`src/inc/shc_regs.vh`:
```
/*
  Constants for the card host control block: byte addresses, field
  positions, reset values and timing counts.
  Assumes it is included once per compile unit by its bare name.
*/
`ifndef SHC_REGS_VH
`define SHC_REGS_VH

// Register byte addresses on the AXI4-Lite bus
`define SHC_CTRL_ADDR 32'h5A000000
`define SHC_PRE_ADDR 32'h5A000004
`define SHC_DATA_ADDR 32'h5A000040
`define SHC_DSTAT_ADDR 32'h5A000044
`define SHC_ISTAT_ADDR 32'h5A000048
`define SHC_IMASK_ADDR 32'h5A00004C

// Address decode codes
`define SHC_SEL_NONE 3'h0
`define SHC_SEL_CTRL 3'h1
`define SHC_SEL_PRE 3'h2
`define SHC_SEL_DATA 3'h3
`define SHC_SEL_DSTAT 3'h4
`define SHC_SEL_ISTAT 3'h5
`define SHC_SEL_IMASK 3'h6

// Control register fields
`define SHC_B_SRST 8
`define SHC_B_CSTYLE 5
`define SHC_B_BORD 4
`define SHC_B_IRQEN 3
`define SHC_B_RWEN 2
`define SHC_B_CKEN 0
`define SHC_CTRL_MASK 32'h0000003D

// Reset values
`define SHC_CTRL_RST 32'h00000000
`define SHC_PRE_RST 8'h01
`define SHC_STAT_RST 2'h0

// Event bits of the status and mask registers
`define SHC_EV_CARD_IRQ 0
`define SHC_EV_RW_START 1

// Data status: read-wait stop bit
`define SHC_B_RW_STOP 0

// Read-wait request starts this many card clocks after a block ends
`define SHC_RW_DELAY 2'd2

// Write strobe pattern that marks a halfword access
`define SHC_HALF_STRB 4'h3

// AXI responses
`define SHC_RESP_OKAY 2'h0
`define SHC_RESP_SLVERR 2'h2

`endif

```
`src/hdl/shc_top.v`:
```
/*
  Card host control register bank with AXI4-Lite slave, card clock
  divider, FIFO byte-order serializer, card interrupt detect on data
  line 1 and read-wait request on data line 2.
  Assumes the data path supplies block-end, multi-block-read, wide-bus
  and interrupt-period signals on CLK; data line 1 is an async pin.
*/
// How it works
// - Soft reset bit pulses block reset, self-clears
// - Clock style bit picks SD or MMC clocking
// - Byte order bit picks FIFO byte order
// - Order A sends low byte first
// - Order B sends high byte first
// - Card interrupt detect only when enabled
// - Read-wait request only when enabled
// - Clock enable starts divider and clock output
// - Card clock equals bus clock over prescaler+1
// - Read-wait starts two card clocks after block
// - Wide bus samples interrupt only in period
`timescale 1ns/1ps
`default_nettype none
`include "shc_regs.vh"

module shc_top (
  input wire CLK,
  input wire RESET,
  input wire [31:0] S_AXI_AWADDR,
  input wire S_AXI_AWVALID,
  output reg S_AXI_AWREADY,
  input wire [31:0] S_AXI_WDATA,
  input wire [3:0] S_AXI_WSTRB,
  input wire S_AXI_WVALID,
  output reg S_AXI_WREADY,
  output reg [1:0] S_AXI_BRESP,
  output reg S_AXI_BVALID,
  input wire S_AXI_BREADY,
  input wire [31:0] S_AXI_ARADDR,
  input wire S_AXI_ARVALID,
  output reg S_AXI_ARREADY,
  output reg [31:0] S_AXI_RDATA,
  output reg [1:0] S_AXI_RRESP,
  output reg S_AXI_RVALID,
  input wire S_AXI_RREADY,
  input wire BLOCK_END,
  input wire MULTI_READ,
  input wire WIDE_BUS,
  input wire IRQ_PERIOD,
  input wire DATA_LINE1_IN,
  output reg DATA_LINE2_OUT,
  output reg DATA_LINE2_OE_N,
  output reg CARD_CLOCK,
  output reg CARD_LAUNCH,
  output reg [7:0] FIFO_BYTE,
  output reg FIFO_BYTE_VALID,
  output reg BLOCK_SOFT_RESET,
  output reg IRQ
);

  // Read-wait states, one-hot
  localparam RW_IDLE = 3'b001;
  localparam RW_COUNT = 3'b010;
  localparam RW_DRIVE = 3'b100;

  // Software-visible state
  reg [31:0] ctrl_r; // Control register, reserved bits held zero
  reg [7:0] pre_r; // Card clock divider setting
  reg [1:0] istat_r; // Sticky event bits
  reg [1:0] imask_r; // Event mask
  reg stop_r; // Read-wait stop bit
  reg srst_r; // One-cycle block reset pulse
  // Write channel holding
  reg aw_full_r;
  reg [31:0] awaddr_r;
  reg w_full_r;
  reg [31:0] wdata_r;
  reg [3:0] wstrb_r;
  // Divider
  reg [7:0] div_cnt_r;
  reg card_rise_r; // Card clock rising-edge pulse
  reg card_fall_r; // Card clock falling-edge pulse
  // Byte serializer
  reg [31:0] tx_shift_r;
  reg [2:0] tx_left_r; // Bytes still to send
  // Data line 1 synchroniser
  reg dat1_meta_r;
  reg dat1_sync_r;
  // Read-wait machine
  reg [2:0] rw_state_r;
  reg [1:0] rw_cnt_r;

  // Maps a byte address onto a register select code
  function [2:0] reg_sel;
    input [31:0] addr;
    begin
      case (addr)
        `SHC_CTRL_ADDR: reg_sel = `SHC_SEL_CTRL;
        `SHC_PRE_ADDR: reg_sel = `SHC_SEL_PRE;
        `SHC_DATA_ADDR: reg_sel = `SHC_SEL_DATA;
        `SHC_DSTAT_ADDR: reg_sel = `SHC_SEL_DSTAT;
        `SHC_ISTAT_ADDR: reg_sel = `SHC_SEL_ISTAT;
        `SHC_IMASK_ADDR: reg_sel = `SHC_SEL_IMASK;
        default: reg_sel = `SHC_SEL_NONE;
      endcase
    end
  endfunction

  // Decoded write target and execute condition
  wire [2:0] wsel = reg_sel(awaddr_r);
  wire tx_busy = (tx_left_r != 3'd0);
  // Data port writes wait for the serializer, stalling the response
  wire wr_go = aw_full_r && w_full_r && !S_AXI_BVALID &&
               !(wsel == `SHC_SEL_DATA && tx_busy);
  wire ctrl_wr = wr_go && (wsel == `SHC_SEL_CTRL);
  wire pre_wr = wr_go && (wsel == `SHC_SEL_PRE);
  wire data_wr = wr_go && (wsel == `SHC_SEL_DATA);
  wire dstat_wr = wr_go && (wsel == `SHC_SEL_DSTAT);
  wire istat_wr = wr_go && (wsel == `SHC_SEL_ISTAT);
  wire imask_wr = wr_go && (wsel == `SHC_SEL_IMASK);
  wire half_acc = (wstrb_r == `SHC_HALF_STRB);

  // Events raised this cycle
  wire ev_card_irq;
  wire ev_rw_start;
  wire [1:0] ev_set = {ev_rw_start, ev_card_irq};
  wire [1:0] ev_clr = istat_wr ? wdata_r[1:0] : 2'h0;
  // Set wins over a clear in the same cycle
  wire [1:0] istat_nxt = (istat_r & ~ev_clr) | ev_set;

  // Write address/data capture, in either order
  always @(posedge CLK or posedge RESET) begin
    if (RESET) begin
      aw_full_r <= 1'b0;
      awaddr_r <= 32'h00000000;
      w_full_r <= 1'b0;
      wdata_r <= 32'h00000000;
      wstrb_r <= 4'h0;
      S_AXI_AWREADY <= 1'b1;
      S_AXI_WREADY <= 1'b1;
      S_AXI_BVALID <= 1'b0;
      S_AXI_BRESP <= `SHC_RESP_OKAY;
    end else begin
      if (S_AXI_AWVALID && S_AXI_AWREADY) begin
        aw_full_r <= 1'b1;
        awaddr_r <= S_AXI_AWADDR;
        S_AXI_AWREADY <= 1'b0;
      end
      if (S_AXI_WVALID && S_AXI_WREADY) begin
        w_full_r <= 1'b1;
        wdata_r <= S_AXI_WDATA;
        wstrb_r <= S_AXI_WSTRB;
        S_AXI_WREADY <= 1'b0;
      end
      if (wr_go) begin
        // Unmapped address gets an error, nothing stored
        aw_full_r <= 1'b0;
        w_full_r <= 1'b0;
        S_AXI_BVALID <= 1'b1;
        S_AXI_BRESP <= (wsel == `SHC_SEL_NONE) ? `SHC_RESP_SLVERR :
                       `SHC_RESP_OKAY;
      end
      if (S_AXI_BVALID && S_AXI_BREADY) begin
        // Next write only after the response is taken
        S_AXI_BVALID <= 1'b0;
        S_AXI_AWREADY <= 1'b1;
        S_AXI_WREADY <= 1'b1;
      end
    end
  end

  // Read channel: answer one cycle after the address is taken
  always @(posedge CLK or posedge RESET) begin
    if (RESET) begin
      S_AXI_ARREADY <= 1'b1;
      S_AXI_RVALID <= 1'b0;
      S_AXI_RDATA <= 32'h00000000;
      S_AXI_RRESP <= `SHC_RESP_OKAY;
    end else if (S_AXI_ARVALID && S_AXI_ARREADY) begin
      S_AXI_ARREADY <= 1'b0;
      S_AXI_RVALID <= 1'b1;
      S_AXI_RRESP <= `SHC_RESP_OKAY;
      case (reg_sel(S_AXI_ARADDR))
        // Soft reset bit and reserved bits always read zero
        `SHC_SEL_CTRL: S_AXI_RDATA <= ctrl_r & `SHC_CTRL_MASK;
        `SHC_SEL_PRE: S_AXI_RDATA <= {24'h000000, pre_r};
        `SHC_SEL_DATA: S_AXI_RDATA <= 32'h00000000;
        `SHC_SEL_DSTAT: S_AXI_RDATA <= {31'h00000000, stop_r};
        `SHC_SEL_ISTAT: S_AXI_RDATA <= {30'h00000000, istat_r};
        `SHC_SEL_IMASK: S_AXI_RDATA <= {30'h00000000, imask_r};
        default: begin
          S_AXI_RDATA <= 32'h00000000;
          S_AXI_RRESP <= `SHC_RESP_SLVERR;
        end
      endcase
    end else if (S_AXI_RVALID && S_AXI_RREADY) begin
      S_AXI_RVALID <= 1'b0;
      S_AXI_ARREADY <= 1'b1;
    end
  end

  // Software registers; soft reset returns them to reset values
  always @(posedge CLK or posedge RESET) begin
    if (RESET) begin
      ctrl_r <= `SHC_CTRL_RST;
      pre_r <= `SHC_PRE_RST;
      istat_r <= `SHC_STAT_RST;
      imask_r <= `SHC_STAT_RST;
      srst_r <= 1'b0;
    end else if (srst_r) begin
      // Pulse lasts one cycle, so the block runs again next cycle
      ctrl_r <= `SHC_CTRL_RST;
      pre_r <= `SHC_PRE_RST;
      istat_r <= `SHC_STAT_RST;
      imask_r <= `SHC_STAT_RST;
      srst_r <= 1'b0;
    end else begin
      if (ctrl_wr) begin
        // Reserved and soft reset positions never stored
        ctrl_r <= wdata_r & `SHC_CTRL_MASK;
        srst_r <= wdata_r[`SHC_B_SRST];
      end
      if (pre_wr) begin
        pre_r <= wdata_r[7:0];
      end
      if (imask_wr) begin
        imask_r <= wdata_r[1:0];
      end
      istat_r <= istat_nxt;
    end
  end

  // Card clock divider: period of prescaler+1 bus clocks
  always @(posedge CLK or posedge RESET) begin
    if (RESET) begin
      div_cnt_r <= 8'h00;
      CARD_CLOCK <= 1'b0;
      card_rise_r <= 1'b0;
      card_fall_r <= 1'b0;
    end else if (srst_r || !ctrl_r[`SHC_B_CKEN]) begin
      // Prescaler off, clock parked low
      div_cnt_r <= 8'h00;
      CARD_CLOCK <= 1'b0;
      card_rise_r <= 1'b0;
      card_fall_r <= 1'b0;
    end else if (div_cnt_r == pre_r) begin
      // Wrap gives a rising edge; prescaler zero is illegal
      div_cnt_r <= 8'h00;
      CARD_CLOCK <= 1'b1;
      card_rise_r <= 1'b1;
      card_fall_r <= 1'b0;
    end else begin
      div_cnt_r <= div_cnt_r + 8'h01;
      card_rise_r <= 1'b0;
      // High for the first half of the period
      if (div_cnt_r == {1'b0, pre_r[7:1]}) begin
        CARD_CLOCK <= 1'b0;
        card_fall_r <= 1'b1;
      end else begin
        card_fall_r <= 1'b0;
      end
    end
  end

  // Launch strobe: SD style on falling edges, MMC style on rising
  always @(posedge CLK or posedge RESET) begin
    if (RESET) begin
      CARD_LAUNCH <= 1'b0;
    end else if (ctrl_r[`SHC_B_CSTYLE]) begin
      CARD_LAUNCH <= card_rise_r;
    end else begin
      CARD_LAUNCH <= card_fall_r;
    end
  end

  // Byte serializer for data port writes, byte 0 of shift first
  always @(posedge CLK or posedge RESET) begin
    if (RESET) begin
      tx_shift_r <= 32'h00000000;
      tx_left_r <= 3'd0;
      FIFO_BYTE <= 8'h00;
      FIFO_BYTE_VALID <= 1'b0;
    end else if (srst_r) begin
      tx_shift_r <= 32'h00000000;
      tx_left_r <= 3'd0;
      FIFO_BYTE <= 8'h00;
      FIFO_BYTE_VALID <= 1'b0;
    end else if (data_wr) begin
      FIFO_BYTE_VALID <= 1'b0;
      tx_left_r <= half_acc ? 3'd2 : 3'd4;
      if (!ctrl_r[`SHC_B_BORD]) begin
        // Order A keeps the natural lane order
        tx_shift_r <= half_acc ? {16'h0000, wdata_r[15:0]} :
                      wdata_r;
      end else if (half_acc) begin
        // Order B halfword: upper byte first
        tx_shift_r <= {16'h0000, wdata_r[7:0], wdata_r[15:8]};
      end else begin
        // Order B word: byte 3 first
        tx_shift_r <= {wdata_r[7:0], wdata_r[15:8],
                       wdata_r[23:16], wdata_r[31:24]};
      end
    end else if (tx_busy) begin
      FIFO_BYTE <= tx_shift_r[7:0];
      FIFO_BYTE_VALID <= 1'b1;
      tx_shift_r <= {8'h00, tx_shift_r[31:8]};
      tx_left_r <= tx_left_r - 3'd1;
    end else begin
      FIFO_BYTE_VALID <= 1'b0;
    end
  end

  // Two-stage synchroniser for the card's data line 1
  always @(posedge CLK or posedge RESET) begin
    if (RESET) begin
      dat1_meta_r <= 1'b1;
      dat1_sync_r <= 1'b1;
    end else begin
      dat1_meta_r <= DATA_LINE1_IN;
      dat1_sync_r <= dat1_meta_r;
    end
  end

  // Card pulls line 1 low to interrupt; wide bus shares the line
  assign ev_card_irq = ctrl_r[`SHC_B_IRQEN] && !srst_r &&
                       !dat1_sync_r &&
                       (!WIDE_BUS || IRQ_PERIOD);

  // Read-wait request enters drive after its delay
  assign ev_rw_start = (rw_state_r == RW_COUNT) && card_rise_r &&
                       (rw_cnt_r == `SHC_RW_DELAY - 2'd1) &&
                       ctrl_r[`SHC_B_RWEN];

  // Stop bit: software sets it, hardware clears it per new wait
  always @(posedge CLK or posedge RESET) begin
    if (RESET) begin
      stop_r <= 1'b0;
    end else if (srst_r) begin
      stop_r <= 1'b0;
    end else if (dstat_wr && wdata_r[`SHC_B_RW_STOP]) begin
      // A write of one wins over the hardware clear
      stop_r <= 1'b1;
    end else if (rw_state_r == RW_IDLE && BLOCK_END) begin
      stop_r <= 1'b0;
    end
  end

  // Read-wait machine between blocks of a multiple-block read
  always @(posedge CLK or posedge RESET) begin
    if (RESET) begin
      rw_state_r <= RW_IDLE;
      rw_cnt_r <= 2'd0;
    end else if (srst_r || !ctrl_r[`SHC_B_RWEN]) begin
      // Disabled: no request, any pending one dropped
      rw_state_r <= RW_IDLE;
      rw_cnt_r <= 2'd0;
    end else begin
      case (rw_state_r)
        RW_IDLE: begin
          // Wait for the end of a block in a multi-block read
          if (BLOCK_END && MULTI_READ) begin
            rw_state_r <= RW_COUNT;
            rw_cnt_r <= 2'd0;
          end
        end
        RW_COUNT: begin
          // Count card clock rising edges; a stopped clock waits
          if (ev_rw_start) begin
            rw_state_r <= RW_DRIVE;
          end else if (card_rise_r) begin
            rw_cnt_r <= rw_cnt_r + 2'd1;
          end
        end
        RW_DRIVE: begin
          // Holds until software sets the stop bit
          if (stop_r) begin
            rw_state_r <= RW_IDLE;
          end
        end
        default: begin
          rw_state_r <= RW_IDLE;
        end
      endcase
    end
  end

  // Line 2 drive: low request, enable active low while driving
  always @(posedge CLK or posedge RESET) begin
    if (RESET) begin
      DATA_LINE2_OUT <= 1'b1;
      DATA_LINE2_OE_N <= 1'b1;
    end else begin
      DATA_LINE2_OUT <= 1'b0;
      DATA_LINE2_OE_N <= !(rw_state_r == RW_DRIVE && !stop_r);
    end
  end

  // Block reset and interrupt outputs, registered
  always @(posedge CLK or posedge RESET) begin
    if (RESET) begin
      BLOCK_SOFT_RESET <= 1'b0;
      IRQ <= 1'b0;
    end else begin
      BLOCK_SOFT_RESET <= srst_r;
      IRQ <= |(istat_r & imask_r);
    end
  end

endmodule
`default_nettype wire

```
`config.mk`:
```
export PLATFORM = sky130hd
export DESIGN_NAME = shc_top
export DESIGN_NICKNAME = d
export VERILOG_FILES = /design/src/hdl/shc_top.v
export VERILOG_INCLUDE_DIRS = /design/src /design/src/inc
export SDC_FILE = /design/constraint.sdc
export NUM_CORES = 1
export LEC_CHECK = 0
export BUFFER_PORTS_ARGS = -buffer_cell sky130_fd_sc_hd__buf_4
export CAP_MARGIN = 15
export CORE_UTILIZATION = 55
export DETAILED_ROUTE_END_ITERATION = 10
export PLACE_DENSITY = 0.77
export SETUP_SLACK_MARGIN = 0.5
export SLEW_MARGIN = 20
export SYNTH_ARGS = -nofsm -noshare
export SYNTH_HDL_FRONTEND = slang
export SYNTH_SLANG_ARGS = --single-unit
```
`constraint.sdc`:
```
create_clock -name CLK -period 5.85 [get_ports CLK]
set_input_delay 0.2925 -clock CLK [delete_from_list [all_inputs] [get_ports CLK]]
set_output_delay 0.2925 -clock CLK [all_outputs]
set_load 0.05 [all_outputs]
```
* After elaboration in Yosys (flattened, before gate mapping)
Index checks and enable logic that the tools add are counted. Widths: inputs -> output; s select.
Word-level totals: input port bits 112, word-level logic and storage cells 208, register bits after elaboration 198
Operators by class: $add $sub $neg 3, eq/ne operators 37, bitwise logic cells 4, reduce and logical (&&, ||, !) cells 58, muxes and demuxes 70
Operator list (count):
- $eq 32x31->1 const B | 12
- $mux 32 | 6
- $mux 8 | 7
- $pmux 8 s5 | 1
- $pmux 3 s6 | 2
- $mux 1 | 31
- $mux 3 | 9
- $logic_and 1x1->1 | 25
- $eq 3x3->1 const B | 7
- $mux 2 | 10
- $reduce_bool 2->1 | 10
- $eq 3x2->1 const B | 5
- $reduce_bool 3->1 | 5
- $mux 6 | 2
- $eq 3x1->1 const B | 3
- $logic_not 1->1 | 9
- $ne 3x2->1 const B | 3
- $pmux 3 s3 | 1
- $add 8x1->8 const B | 1
- $eq 8x7->1 | 1
- $eq 8x8->1 | 1
- $reduce_or 6->1 | 1
- $and 2x2->2 | 2
- $eq 4x2->1 const B | 1
- other kinds (15) | 17

* Depth between registers and ports, before layout
Gate-level depths: netlist of the first run.
depth in word-level cells 12, gate-level depth with buffers 8

* Worst setup path after synthesis of the first run
No wires, ideal clock.
path kind flip-flop to flip-flop, from register awaddr_r[4], to register pre_r[1], setup slack 3.620 ns, required time 5.718 ns, arrival time 2.099 ns, period minus slack after synthesis 2.230 ns, path buffers 1, stages on the path, launching flop included 7, library setup time 0.132 ns, cell sequence dfrtp_1 or4_4 or2_0 buf_6 nor4_4 mux2i_1 nor2_1
Between the ends: cells in the longest elaborated chain, start to end 8
Ends and longest elaborated chain:
- start, declared | RTL line shc_top.v:73 | reg [31:0] awaddr_r;
- start signal, assigned | RTL line shc_top.v:133 | awaddr_r <= 32'h00000000;
- start signal, assigned | RTL line shc_top.v:144 | awaddr_r <= S_AXI_AWADDR;
- $eq 32x31->1 | RTL line shc_top.v:95 | case (addr)
- $pmux 3 s6 * | RTL line shc_top.v:95
- $eq 3x2->1 (no line)
- $logic_and 1x1->1 | RTL line shc_top.v:112 | !(wsel == `SHC_SEL_DATA && tx_busy);
- $logic_not 1->1 | RTL line shc_top.v:112
- $logic_and 1x1->1 | RTL line shc_top.v:111 | wire wr_go = aw_full_r && w_full_r && !S_AXI_BVALID &&
- $logic_and 1x1->1 * | RTL line shc_top.v:114 | wire pre_wr = wr_go && (wsel == `SHC_SEL_PRE);
- $reduce_bool 2->1 (no line) *
- end signal, assigned | RTL line shc_top.v:204 | pre_r <= `SHC_PRE_RST;
- end signal, assigned | RTL line shc_top.v:211 | pre_r <= `SHC_PRE_RST;
- end signal, assigned | RTL line shc_top.v:222 | pre_r <= wdata_r[7:0];
- end, declared | RTL line shc_top.v:66 | reg [7:0] pre_r;
Every way passes the cells marked *; elsewhere a longest branch is shown, timed or not. A chain may end at the register's enable or synchronous reset.

* Final worst setup path of the first run
from register awaddr_r[21], to register tx_shift_r[16]
Between the ends: cells in the longest elaborated chain, start to end 9
Ends and longest elaborated chain:
- $eq 32x31->1 | RTL line shc_top.v:95
- $pmux 3 s6 * | RTL line shc_top.v:95
- $eq 3x2->1 (no line) *
- $logic_and 1x1->1 | RTL line shc_top.v:112
- $logic_not 1->1 | RTL line shc_top.v:112
- $logic_and 1x1->1 | RTL line shc_top.v:111
- $logic_and 1x1->1 * | RTL line shc_top.v:115 | wire data_wr = wr_go && (wsel == `SHC_SEL_DATA);
- $mux 32 | RTL line shc_top.v:286 | end else if (data_wr) begin
- $mux 32 | RTL line shc_top.v:281 | end else if (srst_r) begin
- end signal, assigned | RTL line shc_top.v:291 | tx_shift_r <= half_acc ? {16'h0000, wdata_r[15:0]} :
- end signal, assigned | RTL line shc_top.v:295 | tx_shift_r <= {16'h0000, wdata_r[7:0], wdata_r[15:8]};
- end signal, assigned | RTL line shc_top.v:298 | tx_shift_r <= {wdata_r[7:0], wdata_r[15:8],
- end, declared | RTL line shc_top.v:82 | reg [31:0] tx_shift_r;
Marks and branches as above.

==> flow_metrics.py, run 1 <==
metrics = {
    "outcome": {
        "run_status": "finished clean",
    },
    "global_route": {
        "grt.total_usage_pct": 25.8,
        "antenna_found_initial": 0,
        "grt_first_pass_wirelength_um": 29000,
        "largest_net_degree_at_the_start_of_global_routing": 102,
        "grt_pass1_vias": 5752,
        "grt_overflow_total": 0,
    },
    "flow_run": {
        "max_cap_viols": 0,
    },
    "worst_setup_path": {
        "critPathRequiredTime_ns": 6.17,
        "timing.critical_path.slowest_cell_delay_ns": 0.60,
        "cp-start-kind": "register",
        "timing.critical_path.slowest_stage_cell": "sky130_fd_sc_hd__nand4b_1",
        "path_cells": "nor4_1 -> nand4_1 -> nor2_1 -> nand4b_1 -> o211ai_1",
        "crit_arrival_ns": 2.98,
        "setup.worst_path.class": "register to register",
        "maximum_fanout_encountered_on_the_critical_timing_path": 16,
        "worst_setup_path_end_kind": "register",
    },
    "power": {
        "static-leakage-power_uw": 0.00456,
        "vdd.ir_drop.worst_mv": 0.318,
        "power_per_standard_cell_area_nw_per_um2": 425,
        "power_uw": 4150,
    },
    "detailed_routing": {
        "wl_per_cell_um": 17.6,
        "detail-route-antenna-nets": 0,
        "detail_route.wirelength_um": 18200,
        "drt-initial-drc-count": 437,
        "m1WireLength_um": 7840,
        "drcViolationCount": 0,
        "route.met3.wl_um": 1490,
        "num_vias": 5800,
        "detailroute.wirelength.met2_um": 8540,
        "drt_first_pass_iters": 5,
        "top_signal_layer_used": "met4",
        "viasPerCell": 5.60,
    },
    "clocking": {
        "clock_latency_ns": 0.43,
        "tritoncts": "yes",
        "clock-sinks": 171,
        "register_clock_pin_slew_on_the_reported_worst_setup_and_hold_paths_ns": 0.06,
        "htree_num_levels": 4,
        "ctsLongestPathBuffers": 2,
        "numCtsBuffers": 17,
        "root_buffer": "sky130_fd_sc_hd__clkbuf_16",
    },
    "logic_synthesis": {
        "flip_flop_and_latch_count_after_synthesis": 171,
        "postSynth.asyncResetShare_pct": 100,
        "synth_area_um2": 8040,
        "synth_sequential_area_ratio_pct": 53.4,
        "synth_compound_area_share_pct": 8.45,
        "synth_xor_xnor_area_share_pct": 2.29,
        "number_of_enable_flip_flop_cells_after_synthesis": 0,
        "post_synthesis_simple_gate_area_fraction_pct": 13.4,
        "synth_cell_type_count": 57,
        "synthAdderAreaFrac_pct": 0.623,
        "synth_top_flop_cell": "sky130_fd_sc_hd__dfrtp_1",
        "muxShareOfSynthArea_pct": 17.0,
        "post_synth_inst_count": 707,
        "largest_family_of_logic_cells_by_synthesized_area": "multiplexers",
        "yosys_warnings": 0,
        "avgSynthCellArea_um2": 11.4,
    },
    "timing": {
        "finalSetupTns_ns": 0,
        "worst_slack_ns": 3.19,
        "tightestPinTransition_ns": 1.10,
        "hold_ws_ns": 0.0110,
        "rsz_0062_raised_after_global_routing": "false",
        "fin_crit_sh_pct": 45.5,
        "post_layout_min_period_ns": 2.66,
        "maxClockFrequency_mhz": 376,
        "final_max_slew_viol_count": 0,
        "finalSetupViolCount": 0,
        "max_slew_margin_pct": 26.0,
        "report.final.hold_viol_count": 0,
        "skew_ns": 0.00732,
    },
    "finish": {
        "final_common_cell": "sky130_fd_sc_hd__dfrtp_1",
        "synthToLayoutAreaGrowth_pct": 21.6,
        "layout.area.seq_um2": 4290,
        "commonest_cells_after_routing_fill_and_taps_aside": "sky130_fd_sc_hd__dfrtp_1, sky130_fd_sc_hd__buf_4, sky130_fd_sc_hd__nor2_1",
        "finalNetCount": 960,
        "layout.filler_cells": 1060,
        "layout-drive-gt1-share_pct": 33.0,
        "multi_input_area_um2": 3470,
        "final_area_um2": 9770,
        "number_of_antenna_repair_diodes": 0,
    },
    "die": {
        "die_height_um": 123,
        "floorplan.die.width_um": 123,
        "core-area_um2": 14000,
        "die_area_um2": 15100,
        "initial_utilization_pct": 57.2,
        "ioPinCount": 168,
        "placement_rows": 43,
    },
    "place": {
        "detailedPlace.worstSlack_ns": 3.23,
        "place_area_um2": 9170,
        "place.detailed.hpwl_um": 12900,
        "buffer_ports.inserted": 141,
        "gp_routability_congestion": 0.855,
    },
    "worst_hold_path": {
        "hold_path_class": "input pin to register",
    },
}
-- path summary, 6_finish.rpt --
kind	from	endpoint	slack [ns]	cells after the start
worst max-delay path	awaddr_r[21]	tx_shift_r[16]	3.19	5
worst min-delay path	S_AXI_AWVALID	S_AXI_AWREADY	0.01	2
worst max register to register	awaddr_r[21]	tx_shift_r[16]	3.19	5
worst min register to register	dat1_meta_r	dat1_sync_r	0.35	0
max in group asynchronous	RESET	wdata_r[6]	4.35	3
min in group asynchronous	RESET	awaddr_r[21]	0.03	2
-- kinds of logic after synthesis --
| group | Yosys count |
|---|---|
| simple gates | 216 |
| flops | 171 |
| mux | 127 |
| compound gates | 93 |
| buf+inv | 74 |
| xor+xnor | 21 |
| fa+ha+maj | 4 |
| other cells | 1 |
-- stage by stage --
stage / std cells / utilization, %
6_report: 1035 / 69.6
2_1_floorplan: 733 / -
4_1_cts: 1035 / 69.6
3_5_place_dp: 1004 / 65.3
3_3_place_gp: 1004 / 65.3
5_1_grt: 1035 / 69.6
-- power breakdown --
part / internal, uW / switching (uW) / total [uW]
registers: 1530 / 318 / 1840
clock network: 697 / 436 / 1130
logic: 554 / 619 / 1170
-- layer usage --
layer | GRT usage (%) | vias up
met5 | 0 | -
met4 | 9.22 | 0
met3 | 7.20 | 22
met2 | 41.4 | 225
met1 | 33.5 | 2829
li1 | - | 2724
-- Yosys cell counts, types with 2 or more instances --
| cell | instances | share of area [%] |
|---|---|---|
| sky130_fd_sc_hd__inv_1 | 17 | 0.79 |
| sky130_fd_sc_hd__or3_1 | 3 | 0.23 |
| sky130_fd_sc_hd__nor2_1 | 86 | 4.0 |
| sky130_fd_sc_hd__mux2i_1 | 51 | 6.4 |
| sky130_fd_sc_hd__nor3_1 | 3 | 0.19 |
| sky130_fd_sc_hd__o21ai_0 | 8 | 0.50 |
| sky130_fd_sc_hd__o2bb2ai_1 | 8 | 0.87 |
| sky130_fd_sc_hd__xor2_1 | 20 | 2.2 |
| sky130_fd_sc_hd__o221a_2 | 13 | 1.8 |
| sky130_fd_sc_hd__nand3b_1 | 4 | 0.37 |
| sky130_fd_sc_hd__nor4b_1 | 3 | 0.33 |
| sky130_fd_sc_hd__o221a_1 | 3 | 0.42 |
| sky130_fd_sc_hd__nand4_1 | 3 | 0.23 |
| sky130_fd_sc_hd__o211ai_1 | 9 | 0.84 |
| sky130_fd_sc_hd__a21boi_0 | 3 | 0.28 |
| sky130_fd_sc_hd__nand2_1 | 51 | 2.4 |
| sky130_fd_sc_hd__buf_4 | 26 | 2.4 |
| sky130_fd_sc_hd__a21oi_1 | 32 | 2.0 |
| sky130_fd_sc_hd__mux2_2 | 76 | 11 |
| sky130_fd_sc_hd__dfrtp_1 | 162 | 50 |
| sky130_fd_sc_hd__a21o_1 | 3 | 0.28 |
| sky130_fd_sc_hd__nand4b_1 | 2 | 0.22 |
| sky130_fd_sc_hd__and3_1 | 5 | 0.39 |
| sky130_fd_sc_hd__buf_2 | 2 | 0.12 |
| sky130_fd_sc_hd__nor3b_1 | 2 | 0.19 |
| sky130_fd_sc_hd__clkbuf_1 | 24 | 1.1 |
| sky130_fd_sc_hd__nor4_1 | 13 | 1.0 |
| sky130_fd_sc_hd__nand3_1 | 18 | 1.1 |
| sky130_fd_sc_hd__nand2b_1 | 8 | 0.62 |
| sky130_fd_sc_hd__nor4_4 | 2 | 0.53 |
| sky130_fd_sc_hd__a22o_1 | 5 | 0.54 |
| sky130_fd_sc_hd__dfstp_2 | 9 | 2.9 |
| sky130_fd_sc_hd__buf_1 | 4 | 0.19 |
| sky130_fd_sc_hd__ha_1 | 4 | 0.62 |
| sky130_fd_sc_hd__nor4bb_1 | 3 | 0.37 |
-- worst max-delay path, delay by kind of cell (launching register included) --
| kind | cells | cell delay [ns] |
|---|---|---|
| compound gates | 1 | 0.42 |
| flops | 1 | 0.38 |
| simple gates | 4 | 1.76 |
-- flip-flops by register name, indices dropped and copies added, names as in the netlist, 2 cells and up --
name and flops:
FIFO_BYTE 8, S_AXI_RDATA 8, awaddr_r 32, ctrl_r 5
div_cnt_r 8, imask_r 2, istat_r 2, pre_r 8
rw_cnt_r 2, rw_state_r 3, tx_left_r 3, tx_shift_r 32
wdata_r 32, wstrb_r 4
-- layout make-up --
class,count,share of cell area (%)
inverter,17,0.704
multi-input combinational,488,35.6
sequential,171,43.9
tap,180,2.30
clock inverter,8,1.20
timing repair buffer,149,11.5
clock buffer,22,4.85
-- repair_timing --
item / 4_1_cts / 5_1_grt
hold buffers: 1 / 0
endpoints found under the hold margin: 1 / 0
resized for setup: 0 / 0
setup buffers: 0 / 0
Power figures use the tool's default switching activity.
==> run 2, diff against run 1 <==
==> constraint.sdc (replaced) <==
create_clock -name CLK -period 2.5 [get_ports CLK]
set_input_delay 0.125 -clock CLK [delete_from_list [all_inputs] [get_ports CLK]]
set_output_delay 0.125 -clock CLK [all_outputs]
set_load 0.05 [all_outputs]
==> run 2 against run 1 <==
  * The run now ends with hold timing left
  * Total power increased by 140%
  * Critical path depth increased by 1
  * Sequential cell count unchanged
  * Worst setup slack got worse by 2.8 ns
  * Clock skew increased by 0.00086 ns
  * Highest routed layer unchanged
==> flow_metrics.py, run 2 (synthesis gave the netlist of run 1 again) <==
metrics = {
    "detailed_routing": {
        "detail_route.wirelength_um": 20700,
        "viasPerCell": 5.63,
        "route.met3.wl_um": 1220,
        "detail-route-antenna-nets": 0,
        "detailroute.wirelength.met2_um": 10900,
        "drt-initial-drc-count": 462,
        "drcViolationCount": 0,
        "num_vias": 6372,
        "m1WireLength_um": 7950,
        "top_signal_layer_used": "met4",
        "drt_first_pass_iters": 5,
        "wl_per_cell_um": 18.3,
    },
    "finish": {
        "largest_registers": "awaddr_r (32), tx_shift_r (32), wdata_r (32)",
        "commonest_cells_after_routing_fill_and_taps_aside": "sky130_fd_sc_hd__dfrtp_1, sky130_fd_sc_hd__buf_4, sky130_fd_sc_hd__nor2_1",
        "finalNetCount": 1055,
        "number_of_antenna_repair_diodes": 0,
        "final_common_cell": "sky130_fd_sc_hd__dfrtp_1",
        "synthToLayoutAreaGrowth_pct": 36.2,
        "layout.filler_cells": 841,
        "layout-drive-gt1-share_pct": 33.6,
        "final_core_util_pct": 77.9,
    },
    "global_route": {
        "grt_overflow_total": 0,
        "largest_net_degree_at_the_start_of_global_routing": 172,
        "antenna_found_initial": 0,
        "grt.total_usage_pct": 29.2,
        "grt_pass1_vias": 6542,
        "grt_first_pass_wirelength_um": 32700,
    },
    "timing": {
        "fin_crit_sh_pct": 85.0,
        "tightestPinTransition_ns": 0.910,
        "max_slew_margin_pct": 39.3,
        "hold_ws_ns": -0.0503,
        "report.final.hold_viol_count": 68,
        "rsz_0062_raised_after_global_routing": "true",
        "finalSetupViolCount": 0,
        "skew_ns": 0.00817,
        "final_max_slew_viol_count": 0,
        "finalSetupTns_ns": 0,
        "maxClockFrequency_mhz": 471,
        "post_layout_min_period_ns": 2.12,
        "worst_slack_ns": 0.375,
    },
    "flow_run": {
        "max_cap_viols": 0,
    },
    "place": {
        "gp_routability_congestion": 0.822,
        "detailedPlace.worstSlack_ns": 0.212,
        "place.detailed.hpwl_um": 12900,
        "buffer_ports.inserted": 141,
    },
    "worst_setup_path": {
        "setup.worst_path.class": "register to register",
        "worst_r2r_endpoint": "imask_r[1]",
        "crit_arrival_ns": 2.41,
        "maximum_fanout_encountered_on_the_critical_timing_path": 3,
        "worst_setup_path_end_kind": "register",
        "crit_path_start": "awaddr_r[0]",
        "reg2reg_slack_ns": 0.38,
        "worstReg2RegStart": "awaddr_r[0]",
        "critPathCapture": "imask_r[1]",
        "critPathRequiredTime_ns": 2.79,
        "worstRegToRegCells": 6,
        "cp-start-kind": "register",
    },
    "power": {
        "static-leakage-power_uw": 0.00505,
        "power.switching_uw": 3500,
        "internal_power_uw": 6540,
        "power_per_standard_cell_area_nw_per_um2": 917,
        "p_seq_share_pct": 43.9,
        "power_uw": 10000,
        "vdd.ir_drop.worst_mv": 0.703,
        "power_frac_clock_pct": 24.1,
        "sw_frac_of_total_pct": 34.8,
        "power.combinational.fraction_pct": 32.0,
    },
    "worst_hold_path": {
        "hold_path_class": "input pin to asynchronous set/reset pin",
    },
    "die": {
        "floorplan.die.width_um": 123,
        "placement_rows": 43,
        "die_area_um2": 15100,
        "ioPinCount": 168,
        "core-area_um2": 14000,
        "initial_utilization_pct": 57.2,
        "die_height_um": 123,
    },
    "outcome": {
        "violations": "hold timing",
        "run_status": "finished, violations left",
    },
    "clocking": {
        "register_clock_pin_slew_on_the_reported_worst_setup_and_hold_paths_ns": 0.06,
        "numCtsBuffers": 17,
        "htree_num_levels": 4,
        "clock_latency_ns": 0.43,
        "root_buffer": "sky130_fd_sc_hd__clkbuf_16",
        "clock-sinks": 171,
        "ctsLongestPathBuffers": 2,
        "tritoncts": "yes",
    },
}
run 2: cell count changes in the layout (fill, tap and decap cells not counted), sizes merged:
cell / before / now
clkinv: 4 / 7
inv: 17 / 16
buf: 148 / 166
clkbuf: 22 / 25
dlygate4sd3: 1 / 78
bufinv: 3 / 0
run 2: cell type report:
cell class	instances	area [um^2]	area share, %
Clock buffer	25	505	4.62
Clock inverter	7	38.8	0.354
Inverter	17	67.6	0.617
Multi-Input combinational cell	488	3730	34.1
Sequential cell	171	4290	39.2
Tap cell	180	225	2.06
Timing Repair Buffer	244	2090	19.1
run 2: routing by layer:
metal,up-vias,track usage [%]
li1,2922,-
met1,3153,34.5
met2,248,51.5
met3,49,5.67
met4,0,13.2
met5,-,0
run 2: worst max-delay path, stage by stage (launching register included):
cell and delay [ns]:
sky130_fd_sc_hd__dfrtp_1 0.38, sky130_fd_sc_hd__or4_4 0.56, sky130_fd_sc_hd__or2_4 0.27, sky130_fd_sc_hd__buf_4 0.15, sky130_fd_sc_hd__nor4_4 0.30, sky130_fd_sc_hd__mux2i_1 0.26
sky130_fd_sc_hd__nor2_1 0.07
run 2: power groups by stage:
stage	registers (uW)	logic [uW]	clock network [uW]
CTS	4330	3100	2460
floorplan	4330	1860	0
detailed placement	4350	2790	0
global placement	4280	2670	0
global route	4480	3470	2570
finish	4400	3220	2420
run 2: worst min-delay path by stage:
stage	cells after the start	endpoint	from	slack, ns
finish	3	awaddr_r[6]	RESET	-0.05
global route	3	S_AXI_RRESP[1]	S_AXI_ARADDR[6]	0.02
CTS	3	S_AXI_RRESP[1]	S_AXI_ARADDR[6]	0.005
detailed placement	1	dat1_meta_r	DATA_LINE1_IN	0.24
global placement	1	dat1_meta_r	DATA_LINE1_IN	0.24
floorplan	0	dat1_meta_r	DATA_LINE1_IN	0.13
run 2: through the flow:
| step | instance area, um^2 | cells |
|---|---|---|
| after global placement | 9300 | 1013 |
| final | 10900 | 1132 |
| after detailed placement | 9300 | 1013 |
| after global routing | 10900 | 1132 |
| after CTS | 10900 | 1131 |
| after floorplan | 8180 | 733 |
run 2: repair_timing:
item                                    4_1_cts  5_1_grt
endpoints found under the setup margin       55       58
setup buffers                                 7        1
pin swaps                                    21        8
hold endpoints to repair                     75        0
resized for setup                            31       12
gates cloned                                  1        0
hold buffers                                 78        0
==> run 3, diff against run 2 <==
==> constraint.sdc (replaced) <==
create_clock -name CLK -period 2.08 [get_ports CLK]
set_input_delay 0.104 -clock CLK [delete_from_list [all_inputs] [get_ports CLK]]
set_output_delay 0.104 -clock CLK [all_outputs]
set_load 0.05 [all_outputs]
==> run 3 against run 2 <==
  * Critical path type unchanged
  * Maximum frequency fell by 5.9%
  * Via count increased by 5.5%
  * Worst hold slack improved by 0.096 ns
  * Clock power up 40%
  * The flow finishes with violations (setup timing)
==> flow_metrics.py, run 3 (synthesis gave the netlist of run 1 again) <==
metrics = {
    "detailed_routing": {
        "detail_route.wirelength_um": 23000,
        "detail-route-antenna-nets": 0,
        "num_vias": 6722,
        "drt-initial-drc-count": 671,
        "wl_per_cell_um": 20.0,
        "drt_first_pass_iters": 6,
        "drcViolationCount": 0,
        "viasPerCell": 5.86,
    },
    "clocking": {
        "htree_num_levels": 4,
        "tritoncts": "yes",
        "numCtsBuffers": 17,
        "root_buffer": "sky130_fd_sc_hd__clkbuf_16",
        "ctsLongestPathBuffers": 2,
        "register_clock_pin_slew_on_the_reported_worst_setup_and_hold_paths_ns": 0.06,
        "clock-sinks": 171,
        "clock_latency_ns": 0.44,
    },
    "worst_hold_path": {
        "hold-path-endpoint": "rw_state_r[1]",
        "min_path_cells": 3,
        "timing.hold.worst.start": "MULTI_READ",
        "hold_path_class": "input pin to register",
    },
    "timing": {
        "maxClockFrequency_mhz": 443,
        "worst_slack_ns": -0.179,
        "max_slew_margin_pct": 46.4,
        "finalSetupTns_ns": -1.86,
        "rsz_0062_raised_after_global_routing": "true",
        "hold_ws_ns": 0.0455,
        "final_max_slew_viol_count": 0,
        "finalSetupViolCount": 23,
        "fin_crit_sh_pct": 109,
        "skew_ns": 0.00731,
        "post_layout_min_period_ns": 2.26,
        "tightestPinTransition_ns": 0.801,
        "report.final.hold_viol_count": 0,
    },
    "finish": {
        "layout-drive-gt1-share_pct": 36.2,
        "synthToLayoutAreaGrowth_pct": 40.9,
        "layout.filler_cells": 764,
        "final_common_cell": "sky130_fd_sc_hd__buf_4",
        "number_of_antenna_repair_diodes": 0,
        "largest_registers": "awaddr_r (32), tx_shift_r (32), wdata_r (32)",
        "commonest_cells_after_routing_fill_and_taps_aside": "sky130_fd_sc_hd__buf_4, sky130_fd_sc_hd__dfrtp_1, sky130_fd_sc_hd__nor2_1",
        "final_core_util_pct": 80.7,
        "finalNetCount": 1071,
    },
    "worst_setup_path": {
        "worstReg2RegStart": "awaddr_r[13]",
        "cp_common_cell": "sky130_fd_sc_hd__buf_4",
        "timing.critical_path.slowest_stage_cell": "sky130_fd_sc_hd__dfrtp_1",
        "setup.worst_path.class": "register to register",
        "worstPathBufferInverterCount": 3,
        "path_cells": "nor4_1 -> buf_4 -> nand3b_1 -> buf_4 -> nor4b_4 -> buf_6 -> mux2i_1 -> nor2_1",
        "worst_setup_path_end_kind": "register",
        "reg2reg_slack_ns": -0.18,
        "worstRegToRegCells": 8,
        "crit_arrival_ns": 2.58,
        "cp-start-kind": "register",
        "maximum_fanout_encountered_on_the_critical_timing_path": 5,
        "timing.critical_path.slowest_cell_delay_ns": 0.40,
        "critPathRequiredTime_ns": 2.40,
        "crit_family": "simple AND/OR/NAND/NOR gates",
        "worst_r2r_endpoint": "ctrl_r[4]",
    },
    "power": {
        "power_per_standard_cell_area_nw_per_um2": 1150,
        "static-leakage-power_uw": 0.00520,
        "vdd.ir_drop.worst_mv": 0.958,
    },
    "global_route": {
        "grt_first_pass_wirelength_um": 33800,
        "grt.total_usage_pct": 29.9,
        "grt_overflow_total": 0,
        "antenna_found_initial": 0,
        "grt_pass1_vias": 6693,
        "largest_net_degree_at_the_start_of_global_routing": 141,
    },
    "place": {
        "buffer_ports.inserted": 141,
        "gp_routability_congestion": 0.836,
        "place.detailed.hpwl_um": 13000,
        "detailedPlace.worstSlack_ns": -0.0683,
    },
    "outcome": {
        "violations": "setup timing",
        "run_status": "finished, violations left",
    },
    "die": {
        "floorplan.die.width_um": 123,
        "placement_rows": 43,
        "die_area_um2": 15100,
        "ioPinCount": 168,
        "die_height_um": 123,
        "initial_utilization_pct": 57.2,
        "core-area_um2": 14000,
    },
    "flow_run": {
        "max_cap_viols": 0,
    },
}
==> run 3: changes by cell type in the layout (fill, tap and decap cells not counted), moves of 3 or more <==
| cell | before | now |
|---|---|---|
| sky130_fd_sc_hd__o2bb2ai_2 | 0 | 4 |
| sky130_fd_sc_hd__clkbuf_8 | 5 | 2 |
| sky130_fd_sc_hd__buf_12 | 3 | 8 |
| sky130_fd_sc_hd__o2bb2ai_1 | 8 | 4 |
| sky130_fd_sc_hd__inv_2 | 0 | 3 |
| sky130_fd_sc_hd__clkinv_2 | 6 | 3 |
| sky130_fd_sc_hd__inv_1 | 16 | 13 |
| sky130_fd_sc_hd__bufinv_16 | 0 | 4 |
| sky130_fd_sc_hd__dlygate4sd3_1 | 78 | 81 |
| sky130_fd_sc_hd__clkinvlp_4 | 1 | 4 |
| sky130_fd_sc_hd__buf_4 | 158 | 165 |
==> run 3: tightest hold or removal path, cell delays in order <==
cell and delay [ns]:
sky130_fd_sc_hd__buf_4 0.11, sky130_fd_sc_hd__nand4b_1 0.13, sky130_fd_sc_hd__a21boi_0 0.10
==> run 3: cell type report <==
cell class	instances	area, um^2	area share [%]
Timing Repair Buffer	260	2300	20.3
Clock inverter	11	166	1.47
Sequential cell	171	4290	37.9
Tap cell	180	225	1.99
Multi-Input combinational cell	488	3810	33.6
Inverter	17	67.6	0.596
Clock buffer	21	460	4.06
==> run 3: worst max path at each step <==
| stage | cells after the start | start | end |
|---|---|---|---|
| 4_1_cts | 7 | awaddr_r[0] | ctrl_r[2] |
| 3_5_place_dp | 6 | awaddr_r[18] | stop_r |
| 3_3_place_gp | 6 | awaddr_r[18] | stop_r |
| 6_report | 8 | awaddr_r[13] | ctrl_r[4] |
| 5_1_grt | 8 | awaddr_r[13] | ctrl_r[5] |
| 2_1_floorplan | 1 | RESET | BLOCK_SOFT_RESET |
==> run 3: per-stage QoR <==
stage / cells / area, um^2 / power [uW]
2_1_floorplan: 733 / 8190 / 7460
3_3_place_gp: 1023 / 9440 / 8450
3_5_place_dp: 1023 / 9440 / 8670
4_1_cts: 1142 / 11200 / 12500
5_1_grt: 1148 / 11300 / 13500
6_report: 1148 / 11300 / 13000
==> run 3: where the power goes <==
group	internal [uW]	leakage (uW)	switching [uW]
logic	2090	0.00274	2220
registers	4290	0.00216	1030
clock network	2070	0.000299	1330
==> run 3: what timing repair did <==
action	CTS	global route
pin swaps	9	26
gates resized for setup	40	20
endpoints found under the hold margin	238	0
buffers inserted	6	4
gates cloned	0	2
setup endpoints to repair	78	85
hold buffers	81	0
==> run 3: per-layer routing <==
metal	track usage, %	part of all wire, %	up-vias
met5	0	0	-
met4	13.7	3.1	0
met3	7.06	7.7	78
met2	51.4	52	384
met1	35.5	38	3305
li1	-	-	2955
